**config.mk**
```make
export PLATFORM = sky130hd
export DESIGN_NAME = cps_protection_sequencer
export DESIGN_NICKNAME = d
export VERILOG_FILES = /design/src/cps_pkg.sv /design/src/cps_protection_sequencer.sv /design/src/cps_sync.sv
export SDC_FILE = /design/constraint.sdc
export NUM_CORES = 1
export LEC_CHECK = 0
export BUFFER_PORTS_ARGS = -buffer_cell sky130_fd_sc_hd__buf_4
export CORE_ASPECT_RATIO = 1.5
export CORE_UTILIZATION = 35
export DETAILED_ROUTE_END_ITERATION = 8
export HOLD_SLACK_MARGIN = 0.05
export SLEW_MARGIN = 20
export SYNTH_ARGS = -nofsm -noshare
export SYNTH_HDL_FRONTEND = slang
export SYNTH_HIERARCHICAL = 1
export SYNTH_SLANG_ARGS = --single-unit
export TNS_END_PERCENT = 5
```
**constraint.sdc**
```tcl
create_clock -name ref_clk -period 11.3 [get_ports ref_clk]
set_input_delay 2.26 -clock ref_clk [delete_from_list [all_inputs] [get_ports ref_clk]]
set_output_delay 2.26 -clock ref_clk [all_outputs]
set_load 0.01 [all_outputs]
```
**src/cps_pkg.sv**
```systemverilog
// Purpose: Shared constants and carrier types of the converter protection sequencer.
// Assumes: 125 MHz clock; the internal oscillator is derived from it by an enable divider.
// Notes:   Percent thresholds live in the analog comparators; their values are listed here, unused by the logic.
package cps_pkg;

  // Clock and oscillator timing.
  localparam int unsigned CLK_FREQ_HZ   = 125000000;
  localparam int unsigned OSC_FREQ_HZ   = 150000;
  localparam int unsigned OSC_PERIOD    = CLK_FREQ_HZ / OSC_FREQ_HZ;
  localparam int unsigned OSC_HALF      = OSC_PERIOD / 2;
  localparam int unsigned TON_FIXED_PCT = 85;
  localparam int unsigned TON_DYN_PCT   = 80;
  localparam int unsigned TON_FIXED_CYC = OSC_PERIOD * TON_FIXED_PCT / 100;
  localparam int unsigned TON_DYN_CYC   = OSC_PERIOD * TON_DYN_PCT / 100;
  localparam int unsigned CNT_W         = 10;

  // Soft start ramp and under-voltage enable level.
  localparam int unsigned RAMP_STEPS    = 2048;
  localparam int unsigned RAMP_W        = 11;
  localparam int unsigned UV_EN_MV      = 600;
  localparam int unsigned MV_W          = 12;

  // Comparator thresholds, as documented for the analog side.
  localparam int unsigned UV_PCT        = 60;
  localparam int unsigned OV_PCT        = 115;
  localparam int unsigned PG_WIN_PCT    = 12;

  // Register map, byte addresses.
  localparam logic [7:0] ADDR_CTRL      = 8'h00;
  localparam logic [7:0] ADDR_STATUS    = 8'h04;
  localparam logic [7:0] ADDR_IRQ_STAT  = 8'h08;
  localparam logic [7:0] ADDR_IRQ_MASK  = 8'h0C;

  // Control register fields and reset value.
  localparam int unsigned CTRL_ENABLE   = 0;
  localparam int unsigned CTRL_FIXED    = 1;
  localparam int unsigned CTRL_VSEL_LSB = 2;
  localparam int unsigned VSEL_W        = 3;
  localparam logic [4:0] CTRL_RESET     = 5'h03;

  // Interrupt event bits.
  localparam int unsigned EV_UV         = 0;
  localparam int unsigned EV_OV         = 1;
  localparam int unsigned EV_OC0        = 2;
  localparam int unsigned EV_OC1        = 3;
  localparam int unsigned EV_SS_DONE    = 4;
  localparam int unsigned EV_W          = 5;

  localparam logic [1:0] RESP_OKAY      = 2'h0;
  localparam logic [1:0] RESP_SLVERR    = 2'h2;

  typedef enum logic [2:0] {
    ST_OFF,
    ST_HICCUP,
    ST_SOFT,
    ST_RUN,
    ST_OVP
  } cps_state_t;

  // Comparator results as they arrive from the analog sensing.
  typedef struct packed {
    logic [1:0] overcurrent_flag;
    logic       below_uv;
    logic       above_ov;
    logic       in_pg_window;
    logic       current_sum_neg;
  } cps_cmp_t;

  // Gate drive requests for both phases.
  typedef struct packed {
    logic [1:0] high_side;
    logic [1:0] low_side;
  } cps_gate_t;

endpackage

```
**src/cps_protection_sequencer.sv**
```systemverilog
// Purpose: Soft start, overcurrent, under/over-voltage and power-good sequencing.
// Assumes: Comparator flags come from analog sensing; supply_ok is the turn-on indication.
// Notes:   Registers are reached over AXI4-Lite; one level interrupt output.
`timescale 1ns/1ps

module cps_protection_sequencer #(
  parameter logic [cps_pkg::MV_W-1:0] VREF_BASE_MV = 12'h384,
  parameter logic [cps_pkg::MV_W-1:0] VREF_STEP_MV = 12'h064,
  parameter logic [cps_pkg::MV_W-1:0] EXT_REF_MV   = 12'h3E8
) (
  // Clock and reset
  input  wire logic                 ref_clk,
  input  wire logic                 reset_n,
  // Supply and inhibit
  input  wire logic                 supply_ok,
  input  wire logic                 inhibit_input,
  // Analog comparator results and loop requests
  input  wire cps_pkg::cps_cmp_t    cmp_in,
  input  wire logic [1:0]           hs_request,
  // Gate drive and analog controls
  output cps_pkg::cps_gate_t        gate_out,
  output logic [cps_pkg::RAMP_W-1:0] ramp_reference,
  output logic                      droop_current_en,
  // Status pins
  output logic                      output_ok_indicator_o,
  output logic                      output_ok_indicator_oe,
  output logic                      fault_indicator_pin,
  output logic                      irq,
  // AXI4-Lite slave
  input  wire logic [7:0]           s_axi_awaddr,
  input  wire logic                 s_axi_awvalid,
  output logic                      s_axi_awready,
  input  wire logic [31:0]          s_axi_wdata,
  input  wire logic [3:0]           s_axi_wstrb,
  input  wire logic                 s_axi_wvalid,
  output logic                      s_axi_wready,
  output logic [1:0]                s_axi_bresp,
  output logic                      s_axi_bvalid,
  input  wire logic                 s_axi_bready,
  input  wire logic [7:0]           s_axi_araddr,
  input  wire logic                 s_axi_arvalid,
  output logic                      s_axi_arready,
  output logic [31:0]               s_axi_rdata,
  output logic [1:0]                s_axi_rresp,
  output logic                      s_axi_rvalid,
  input  wire logic                 s_axi_rready
);

  localparam int unsigned PROD_W = cps_pkg::RAMP_W + cps_pkg::MV_W;

  cps_pkg::cps_cmp_t              cmp_s;
  cps_pkg::cps_state_t            state_q;
  logic [cps_pkg::CNT_W-1:0]      osc_cnt_q;
  logic [cps_pkg::RAMP_W-1:0]     ramp_q;
  logic [cps_pkg::CNT_W:0]        uv_cnt_q;
  logic [1:0]                     hs_on_q;
  logic [4:0]                     ctrl_q;
  logic [cps_pkg::EV_W-1:0]       irq_stat_q;
  logic [cps_pkg::EV_W-1:0]       irq_mask_q;
  logic [1:0]                     ocp_prev_q;
  logic                           osc_tick;
  logic                           switching;
  logic                           uv_enable;
  logic                           uv_fault;
  logic                           ov_detect;
  logic                           ramp_done;
  logic [cps_pkg::CNT_W-1:0]      ton_limit;
  logic [cps_pkg::EV_W-1:0]       events;
  logic                           wr_go;
  logic                           rd_go;
  logic [cps_pkg::MV_W-1:0]       final_mv;

  // Level select to final reference in millivolts; the top code selects the external one.
  function automatic logic [cps_pkg::MV_W-1:0] vref_mv(input logic [cps_pkg::VSEL_W-1:0] code);
    logic [cps_pkg::MV_W-1:0] step;
    step = VREF_STEP_MV * {{(cps_pkg::MV_W-cps_pkg::VSEL_W){1'b0}}, code};
    if (&code) begin
      vref_mv = EXT_REF_MV;
    end else begin
      vref_mv = VREF_BASE_MV + step;
    end
  endfunction

  // Position within the switching period of a phase; phase 1 runs half a period later.
  function automatic logic [cps_pkg::CNT_W-1:0] phase_pos(input logic [cps_pkg::CNT_W-1:0] cnt,
                                                          input logic ph);
    logic [cps_pkg::CNT_W:0] sum;
    sum = {1'b0, cnt} + (ph ? (cps_pkg::CNT_W+1)'(cps_pkg::OSC_HALF) : '0);
    if (sum >= (cps_pkg::CNT_W+1)'(cps_pkg::OSC_PERIOD)) begin
      sum = sum - (cps_pkg::CNT_W+1)'(cps_pkg::OSC_PERIOD);
    end
    phase_pos = sum[cps_pkg::CNT_W-1:0];
  endfunction

  cps_sync #(
    .WIDTH ($bits(cps_pkg::cps_cmp_t))
  ) u_cmp_sync (
    .ref_clk  (ref_clk),
    .reset_n  (reset_n),
    .async_in (cmp_in),
    .sync_out (cmp_s)
  );

  // Oscillator divider: one enable pulse per switching period.
  assign osc_tick = (osc_cnt_q == cps_pkg::CNT_W'(cps_pkg::OSC_PERIOD - 1));

  always_ff @(posedge ref_clk) begin
    if (!reset_n) begin
      osc_cnt_q <= '0;
    end else if (osc_tick) begin
      osc_cnt_q <= '0;
    end else begin
      osc_cnt_q <= osc_cnt_q + 1'b1;
    end
  end

  assign final_mv  = vref_mv(ctrl_q[cps_pkg::CTRL_VSEL_LSB +: cps_pkg::VSEL_W]);
  assign switching = (state_q == cps_pkg::ST_SOFT) || (state_q == cps_pkg::ST_RUN);
  assign ramp_done = (ramp_q == cps_pkg::RAMP_W'(cps_pkg::RAMP_STEPS - 1));
  // The ramped reference in mV is final_mv * ramp / 2048; compare without dividing.
  assign uv_enable = (state_q == cps_pkg::ST_RUN) ||
                     ((state_q == cps_pkg::ST_SOFT) &&
                      (PROD_W'(ramp_q) * PROD_W'(final_mv) >=
                       PROD_W'(cps_pkg::UV_EN_MV * cps_pkg::RAMP_STEPS)));
  assign uv_fault  = uv_cnt_q > (cps_pkg::CNT_W+1)'(cps_pkg::OSC_PERIOD);
  assign ov_detect = supply_ok && !inhibit_input && cmp_s.above_ov;

  // Sequencer state.
  always_ff @(posedge ref_clk) begin
    if (!reset_n) begin
      state_q <= cps_pkg::ST_OFF;
    end else if (!supply_ok) begin
      state_q <= cps_pkg::ST_OFF;
    end else begin
      case (state_q)
        cps_pkg::ST_OFF: begin
          if (ov_detect) begin
            state_q <= cps_pkg::ST_OVP;
          end else if (!inhibit_input && ctrl_q[cps_pkg::CTRL_ENABLE]) begin
            state_q <= cps_pkg::ST_SOFT;
          end
        end
        cps_pkg::ST_HICCUP: begin
          state_q <= inhibit_input ? cps_pkg::ST_OFF : cps_pkg::ST_SOFT;
        end
        cps_pkg::ST_SOFT, cps_pkg::ST_RUN: begin
          if (ov_detect) begin
            state_q <= cps_pkg::ST_OVP;
          end else if (inhibit_input || !ctrl_q[cps_pkg::CTRL_ENABLE]) begin
            state_q <= cps_pkg::ST_OFF;
          end else if (uv_fault) begin
            state_q <= cps_pkg::ST_HICCUP;
          end else if (state_q == cps_pkg::ST_SOFT && osc_tick && ramp_done) begin
            state_q <= cps_pkg::ST_RUN;
          end
        end
        cps_pkg::ST_OVP: begin
          state_q <= cps_pkg::ST_OVP;
        end
        default: begin
          state_q <= cps_pkg::ST_OFF;
        end
      endcase
    end
  end

  // Reference ramp: one step per oscillator period, restarted on every fresh start.
  always_ff @(posedge ref_clk) begin
    if (!reset_n) begin
      ramp_q <= '0;
    end else if (state_q != cps_pkg::ST_SOFT) begin
      ramp_q <= (state_q == cps_pkg::ST_RUN) ? ramp_q : '0;
    end else if (osc_tick && !ramp_done) begin
      ramp_q <= ramp_q + 1'b1;
    end
  end

  // Under-voltage persistence: the comparator threshold tracks the ramp output.
  always_ff @(posedge ref_clk) begin
    if (!reset_n) begin
      uv_cnt_q <= '0;
    end else if (!uv_enable || !cmp_s.below_uv || inhibit_input || uv_fault) begin
      uv_cnt_q <= '0;
    end else begin
      uv_cnt_q <= uv_cnt_q + 1'b1;
    end
  end

  assign ton_limit = ctrl_q[cps_pkg::CTRL_FIXED] ? cps_pkg::CNT_W'(cps_pkg::TON_FIXED_CYC)
                                                 : cps_pkg::CNT_W'(cps_pkg::TON_DYN_CYC);

  // High-side on-time per phase, started only at that phase's period start.
  always_ff @(posedge ref_clk) begin
    if (!reset_n) begin
      hs_on_q <= '0;
    end else begin
      for (int i = 0; i < 2; i++) begin
        if (!switching || cmp_s.overcurrent_flag[i]) begin
          hs_on_q[i] <= 1'b0;
        end else if (phase_pos(osc_cnt_q, i[0]) == '0) begin
          hs_on_q[i] <= hs_request[i];
        end else if (!hs_request[i] || phase_pos(osc_cnt_q, i[0]) >= ton_limit) begin
          hs_on_q[i] <= 1'b0;
        end
      end
    end
  end

  // Gate drive, power-good and fault outputs.
  always_ff @(posedge ref_clk) begin
    if (!reset_n) begin
      gate_out               <= '0;
      output_ok_indicator_oe <= 1'b1;
      fault_indicator_pin    <= 1'b0;
      droop_current_en       <= 1'b0;
    end else begin
      if (state_q == cps_pkg::ST_OVP && !inhibit_input) begin
        gate_out.high_side <= 2'h0;
        gate_out.low_side  <= 2'h3;
      end else if (switching && !inhibit_input) begin
        gate_out.high_side <= hs_on_q & ~cmp_s.overcurrent_flag;
        gate_out.low_side  <= ~hs_on_q | cmp_s.overcurrent_flag;
      end else begin
        gate_out <= '0;
      end
      output_ok_indicator_oe <= !(state_q == cps_pkg::ST_RUN && cmp_s.in_pg_window);
      fault_indicator_pin    <= (state_q == cps_pkg::ST_OVP);
      droop_current_en       <= switching && !cmp_s.current_sum_neg;
    end
  end

  assign output_ok_indicator_o = 1'b0;
  assign ramp_reference        = ramp_q;

  // Interrupt events.
  always_ff @(posedge ref_clk) begin
    if (!reset_n) begin
      ocp_prev_q <= '0;
    end else begin
      ocp_prev_q <= cmp_s.overcurrent_flag;
    end
  end

  assign events[cps_pkg::EV_UV]      = uv_fault && switching;
  assign events[cps_pkg::EV_OV]      = ov_detect && state_q != cps_pkg::ST_OVP;
  assign events[cps_pkg::EV_OC0]     = cmp_s.overcurrent_flag[0] && !ocp_prev_q[0];
  assign events[cps_pkg::EV_OC1]     = cmp_s.overcurrent_flag[1] && !ocp_prev_q[1];
  assign events[cps_pkg::EV_SS_DONE] = state_q == cps_pkg::ST_SOFT && osc_tick && ramp_done;

  // AXI4-Lite: write address and data are taken together, one transfer at a time.
  assign wr_go         = s_axi_awvalid && s_axi_wvalid && !s_axi_bvalid;
  assign s_axi_awready = wr_go;
  assign s_axi_wready  = wr_go;
  assign rd_go         = s_axi_arvalid && !s_axi_rvalid;
  assign s_axi_arready = rd_go;

  always_ff @(posedge ref_clk) begin
    if (!reset_n) begin
      ctrl_q     <= cps_pkg::CTRL_RESET;
      irq_mask_q <= '0;
    end else if (wr_go && s_axi_wstrb[0]) begin
      if (s_axi_awaddr == cps_pkg::ADDR_CTRL) begin
        ctrl_q <= s_axi_wdata[4:0];
      end
      if (s_axi_awaddr == cps_pkg::ADDR_IRQ_MASK) begin
        irq_mask_q <= s_axi_wdata[cps_pkg::EV_W-1:0];
      end
    end
  end

  // A new event wins over a write-one-to-clear in the same cycle.
  always_ff @(posedge ref_clk) begin
    if (!reset_n) begin
      irq_stat_q <= '0;
    end else if (wr_go && s_axi_wstrb[0] && s_axi_awaddr == cps_pkg::ADDR_IRQ_STAT) begin
      irq_stat_q <= (irq_stat_q & ~s_axi_wdata[cps_pkg::EV_W-1:0]) | events;
    end else begin
      irq_stat_q <= irq_stat_q | events;
    end
  end

  assign irq = |(irq_stat_q & irq_mask_q);

  always_ff @(posedge ref_clk) begin
    if (!reset_n) begin
      s_axi_bvalid <= 1'b0;
      s_axi_bresp  <= cps_pkg::RESP_OKAY;
    end else if (wr_go) begin
      s_axi_bvalid <= 1'b1;
      s_axi_bresp  <= (s_axi_awaddr == cps_pkg::ADDR_STATUS ||
                       s_axi_awaddr[7:4] != 4'h0 || s_axi_awaddr[1:0] != 2'h0) ?
                      cps_pkg::RESP_SLVERR : cps_pkg::RESP_OKAY;
    end else if (s_axi_bready) begin
      s_axi_bvalid <= 1'b0;
    end
  end

  always_ff @(posedge ref_clk) begin
    if (!reset_n) begin
      s_axi_rvalid <= 1'b0;
      s_axi_rdata  <= '0;
      s_axi_rresp  <= cps_pkg::RESP_OKAY;
    end else if (rd_go) begin
      s_axi_rvalid <= 1'b1;
      s_axi_rresp  <= cps_pkg::RESP_OKAY;
      case (s_axi_araddr)
        cps_pkg::ADDR_CTRL:     s_axi_rdata <= {27'h0, ctrl_q};
        cps_pkg::ADDR_STATUS:   s_axi_rdata <= {8'h0, 5'h0, ramp_q, 1'b0, state_q,
                                                !output_ok_indicator_oe,
                                                fault_indicator_pin,
                                                cmp_s.overcurrent_flag};
        cps_pkg::ADDR_IRQ_STAT: s_axi_rdata <= {27'h0, irq_stat_q};
        cps_pkg::ADDR_IRQ_MASK: s_axi_rdata <= {27'h0, irq_mask_q};
        default: begin
          s_axi_rdata <= '0;
          s_axi_rresp <= cps_pkg::RESP_SLVERR;
        end
      endcase
    end else if (s_axi_rready) begin
      s_axi_rvalid <= 1'b0;
    end
  end

endmodule

```
**src/cps_sync.sv**
```systemverilog
// Purpose: Two-flop synchroniser for a bundle of comparator levels.
// Assumes: Each bit is an independent level; no bundle coherence is promised.
// Notes:   Only the second stage may be read outside this module.
`timescale 1ns/1ps
module cps_sync #(
  parameter int unsigned WIDTH = 6
) (
  // Clock and reset
  input  wire logic             ref_clk,
  input  wire logic             reset_n,
  // Levels
  input  wire logic [WIDTH-1:0] async_in,
  output logic      [WIDTH-1:0] sync_out
);

  logic [WIDTH-1:0] stage1_q;

  always_ff @(posedge ref_clk) begin
    if (!reset_n) begin
      stage1_q <= '0;
      sync_out <= '0;
    end else begin
      stage1_q <= async_in;
      sync_out <= stage1_q;
    end
  end

endmodule

```
==> run_results.csv <==
group,metric,value,unit
status,status,"complete, no violations",
critical_path,r2r-start,"ctrl_q[3]$_SDFFE_PN0P_",
drt,wl,20930,µm
global_route,grt-ovfl-total,0,
timing,clock_skew,0.01126,ns
critical_path,crit_slowest_cell,"a211oi_2",
clock_network,htree_levels,3,
global_route,busiest_layer,"met2",
drt,wl_per_cell,15.26,µm
synthesis,ys_warn_count,6,
floorplan,die_w,129.7,µm
timing,max_clock_freq,131.5,MHz
final_layout,final_area,9671,µm²
critical_path,cpLargestDelayFamily,"adder cells",
final_layout,drive_gt1_frac,0.1178,
job,drv_cap,0,
synthesis,synthCells,999,
hold_path,hold_start,"u_cmp_sync/sync_out[0]$_SDFF_PN0_",
clock_network,cts_buffers,9,
timing,finalMaxSlewViolations,0,
final_layout,area_delta_synth_final,12.98,%
synthesis,synth_cell_types,68,
global_route,grtUsageMet3,0.02129,
synthesis,ys_seq_area_frac,0.2222,
critical_path,r2r_slack,3.70,ns
clock_network,post_cts_buffers,0,
global_route,antenna_found_initial,0,
timing,period_minus_slack,7.602,ns
clock_network,cts_resized,0,
synthesis,synth_edf_count,0,
critical_path,crit_type,"flop to flop",
critical_path,crit_arrival,7.80,ns
place,place_hpwl,16580,µm
drt,first_pass_iters,4,
clock_network,cts_hold_buf,0,
timing,period_share,0.6727,
critical_path,startpoint_type,"flop",
drt,vias,6947,
floorplan,dieArea,25100,µm²
synthesis,ys_async_sr_fraction,0,
critical_path,path_common_cell,"fa_1",
clock_network,cts_sinks,95,
critical_path,critPathCaptureType,"flop",
timing,slew-limit-headroom,0.2565,
floorplan,pin_count,130,
synthesis,ys_seq_elements,95,
timing,setup_violations,0,
floorplan,die_y,193.5,µm
global_route,grt_use_met2,0.3286,
place,portBuffers,82,
critical_path,crit_required,11.50,ns
power,p_per_area,77.05,nW/µm²
clock_network,cts_buffer_depth,2,
drt,drc,0,
final_layout,nets,1269,
critical_path,critPathMaxFanout,11,
clock_network,clk_pin_slew_worst_paths,0.07,ns
global_route,grt_use_met1,0.1788,
global_route,grt.total_usage,0.1701,
timing,tightestPinTransition,1.107,ns
synthesis,synth_area,8559,µm²
synthesis,synth.avg_cell_area,8.568,µm²
place,gp_congestion,0.8805,
final_layout,final_util,0.4059,
critical_path,critPathCapture,"uv_cnt_q[9]$_SDFF_PP0_",
power,p_leak,4.464,nW
critical_path,worst-path-buf-inv,4,
critical_path,r2r_end,"uv_cnt_q[9]$_SDFF_PP0_",
critical_path,max_stage_delay,0.65,ns
floorplan,coreArea,23830,µm²
synthesis,ys.flop_type,"dfxtp_1",
hold_path,hp-class,"flop to flop",
global_route,grt_pass1_vias,6739,
critical_path,cp_num_cells,25,
drt,via_per_inst,5.063,
clock_network,root_buffer,"clkbuf_16",
global_route,grt_pass1_wl,33550,µm
floorplan,start_util,0.3592,
clock_network,clk_latency,0.35,ns
timing,finalHoldViolCount,0,
power,irDropWorstVdd,0.00008454,V
drt,first_iter_violations,334,
critical_path,r2r_cells,25,
drt,ant_nets,0,
critical_path,startpoint,"ctrl_q[3]$_SDFFE_PN0P_",
floorplan,rows,69,
timing,rsz0062_at_grt,"no",
timing,fin_tns_setup,0,ns
clock_network,cts_tree,"yes",
final_layout,diodes,0,
place,placed_area,9330,µm²
global_route,grt_max_degree,60,
-- metrics by stage --
stage | cells | setup WS (ns) | power [mW] | hold WS [ns]
after floorplan | 1016 | 4.324 | 0.3886 | 0.3682
after global placement | 1356 | 3.752 | 0.4083 | 0.3704
after detailed placement | 1356 | 3.698 | 0.4085 | 0.3746
after CTS | 1372 | 3.675 | 0.7525 | 0.3838
after global routing | 1372 | 3.273 | 0.7710 | 0.4034
final | 1372 | 3.698 | 0.7451 | 0.3803
-- cells in the final DEF, fill, tap and decap left out, drive strengths merged, types with 6 or more instances in the layout --
master,n
a211oi,12
a21oi,21
a22oi,20
a31oi,11
and2,65
and3,6
buf,83
clkbuf,11
conb,18
dfxtp,95
fa,63
ha,89
inv,122
mux2i,13
nand2,91
nand2b,12
nand3,19
nand4,8
nor2,70
nor2b,39
nor3,15
nor3b,7
o211ai,8
o21a,7
o21ai,23
or2,8
or3,7
xnor2,27
xor2,17
-- where the power goes --
group	switching [mW]	internal (mW)	total, mW
clock network	0.136	0.208	0.344
logic	0.0297	0.0249	0.0546
registers	0.00579	0.340	0.346
total	0.172	0.573	0.745
-- synthesized netlist by cell type, types with 6 or more instances --
library cell,instances,share of area
nor2b_1,39,0.029
ha_1,89,0.13
o21a_1,7,0.0061
nand2_1,91,0.040
nand3_1,19,0.011
nand2b_1,12,0.0088
and3_1,6,0.0044
xor2_1,17,0.017
clkbuf_1,39,0.017
a21oi_1,21,0.012
mux2i_1,13,0.015
xnor2_1,27,0.028
and2_2,8,0.0070
o211ai_1,8,0.0070
a22oi_1,20,0.018
nor3b_1,7,0.0061
o21ai_0,23,0.013
inv_1,121,0.053
buf_4,18,0.016
nor3_1,15,0.0088
and2_1,57,0.042
nor2_1,70,0.031
dfxtp_1,95,0.22
or2_2,8,0.0058
a211oi_1,11,0.0096
fa_1,63,0.15
nand4_1,8,0.0058
a31oi_1,11,0.0080
or3_1,7,0.0051
-- cell families (layout without fill, tap and decap cells) --
| family | Yosys count | count (layout) | synth area share |
|---|---|---|---|
| compound gates | 141 | 141 | 0.1152 |
| xor+xnor | 44 | 44 | 0.04502 |
| fa+ha+maj | 152 | 152 | 0.2774 |
| buf+inv | 183 | 220 | 0.08990 |
| flops | 95 | 95 | 0.2222 |
| mux | 18 | 18 | 0.02836 |
| other cells | 1 | 18 | 0.0004381 |
| simple gates | 365 | 365 | 0.2215 |
-- per-layer routing --
| layer | vias up | part of all wire |
|---|---|---|
| met1 | 3423 | 0.38 |
| li1 | 3375 | - |
| met5 | - | 0 |
| met2 | 114 | 0.56 |
| met4 | 0 | 0.034 |
| met3 | 35 | 0.025 |
-- worst register-to-register path: stages, from the launching register on --
cell,delay [ns]
dfxtp_1,0.44
inv_1,0.10
ha_1,0.28
inv_1,0.04
ha_1,0.17
ha_1,0.32
nor3b_1,0.24
xnor2_1,0.08
or2_2,0.39
and2_1,0.21
fa_1,0.49
inv_1,0.06
fa_1,0.48
fa_1,0.57
inv_1,0.06
fa_1,0.54
fa_1,0.43
ha_1,0.34
o21a_1,0.19
or2_2,0.30
o2111a_1,0.15
or3_1,0.32
a311oi_1,0.30
o2111ai_1,0.19
a211oi_2,0.66
nor2_1,0.11
-- state kept, by name, indices dropped and copies added, names as in the netlist --
signal                  cells
ctrl_q                      5
droop_current_en            1
fault_indicator_pin         1
gate_out                    4
hs_on_q                     2
irq_mask_q                  5
irq_stat_q                  5
ocp_prev_q                  2
osc_cnt_q                  10
output_ok_indicator_oe      1
ramp_reference             11
s_axi_bresp                 1
s_axi_bvalid                1
s_axi_rdata                18
s_axi_rresp                 1
s_axi_rvalid                1
state_q                     3
u_cmp_sync/stage1_q         6
u_cmp_sync/sync_out         6
uv_cnt_q                   11
-- how the worst min path moves through the flow --
stage,cells after the start,slack (ns),to
after global placement,1,0.37,droop_current_en$_SDFF_PN0_
final,1,0.38,droop_current_en$_SDFF_PN0_
after global routing,1,0.40,droop_current_en$_SDFF_PN0_
after floorplan,1,0.37,droop_current_en$_SDFF_PN0_
after detailed placement,1,0.37,droop_current_en$_SDFF_PN0_
after CTS,1,0.38,droop_current_en$_SDFF_PN0_
-- area by class of cell --
| cell class | instances | area, µm² |
|---|---|---|
| clock buffer | 11 | 252.7 |
| tap | 319 | 399.1 |
| clock inverter | 5 | 87.58 |
| sequential | 95 | 1902 |
| timing repair buffer | 83 | 623.1 |
| multi-input combinational | 738 | 5952 |
| fill | 2475 | 14160 |
| inverter | 121 | 454.2 |
Power figures use the tool's default switching activity.
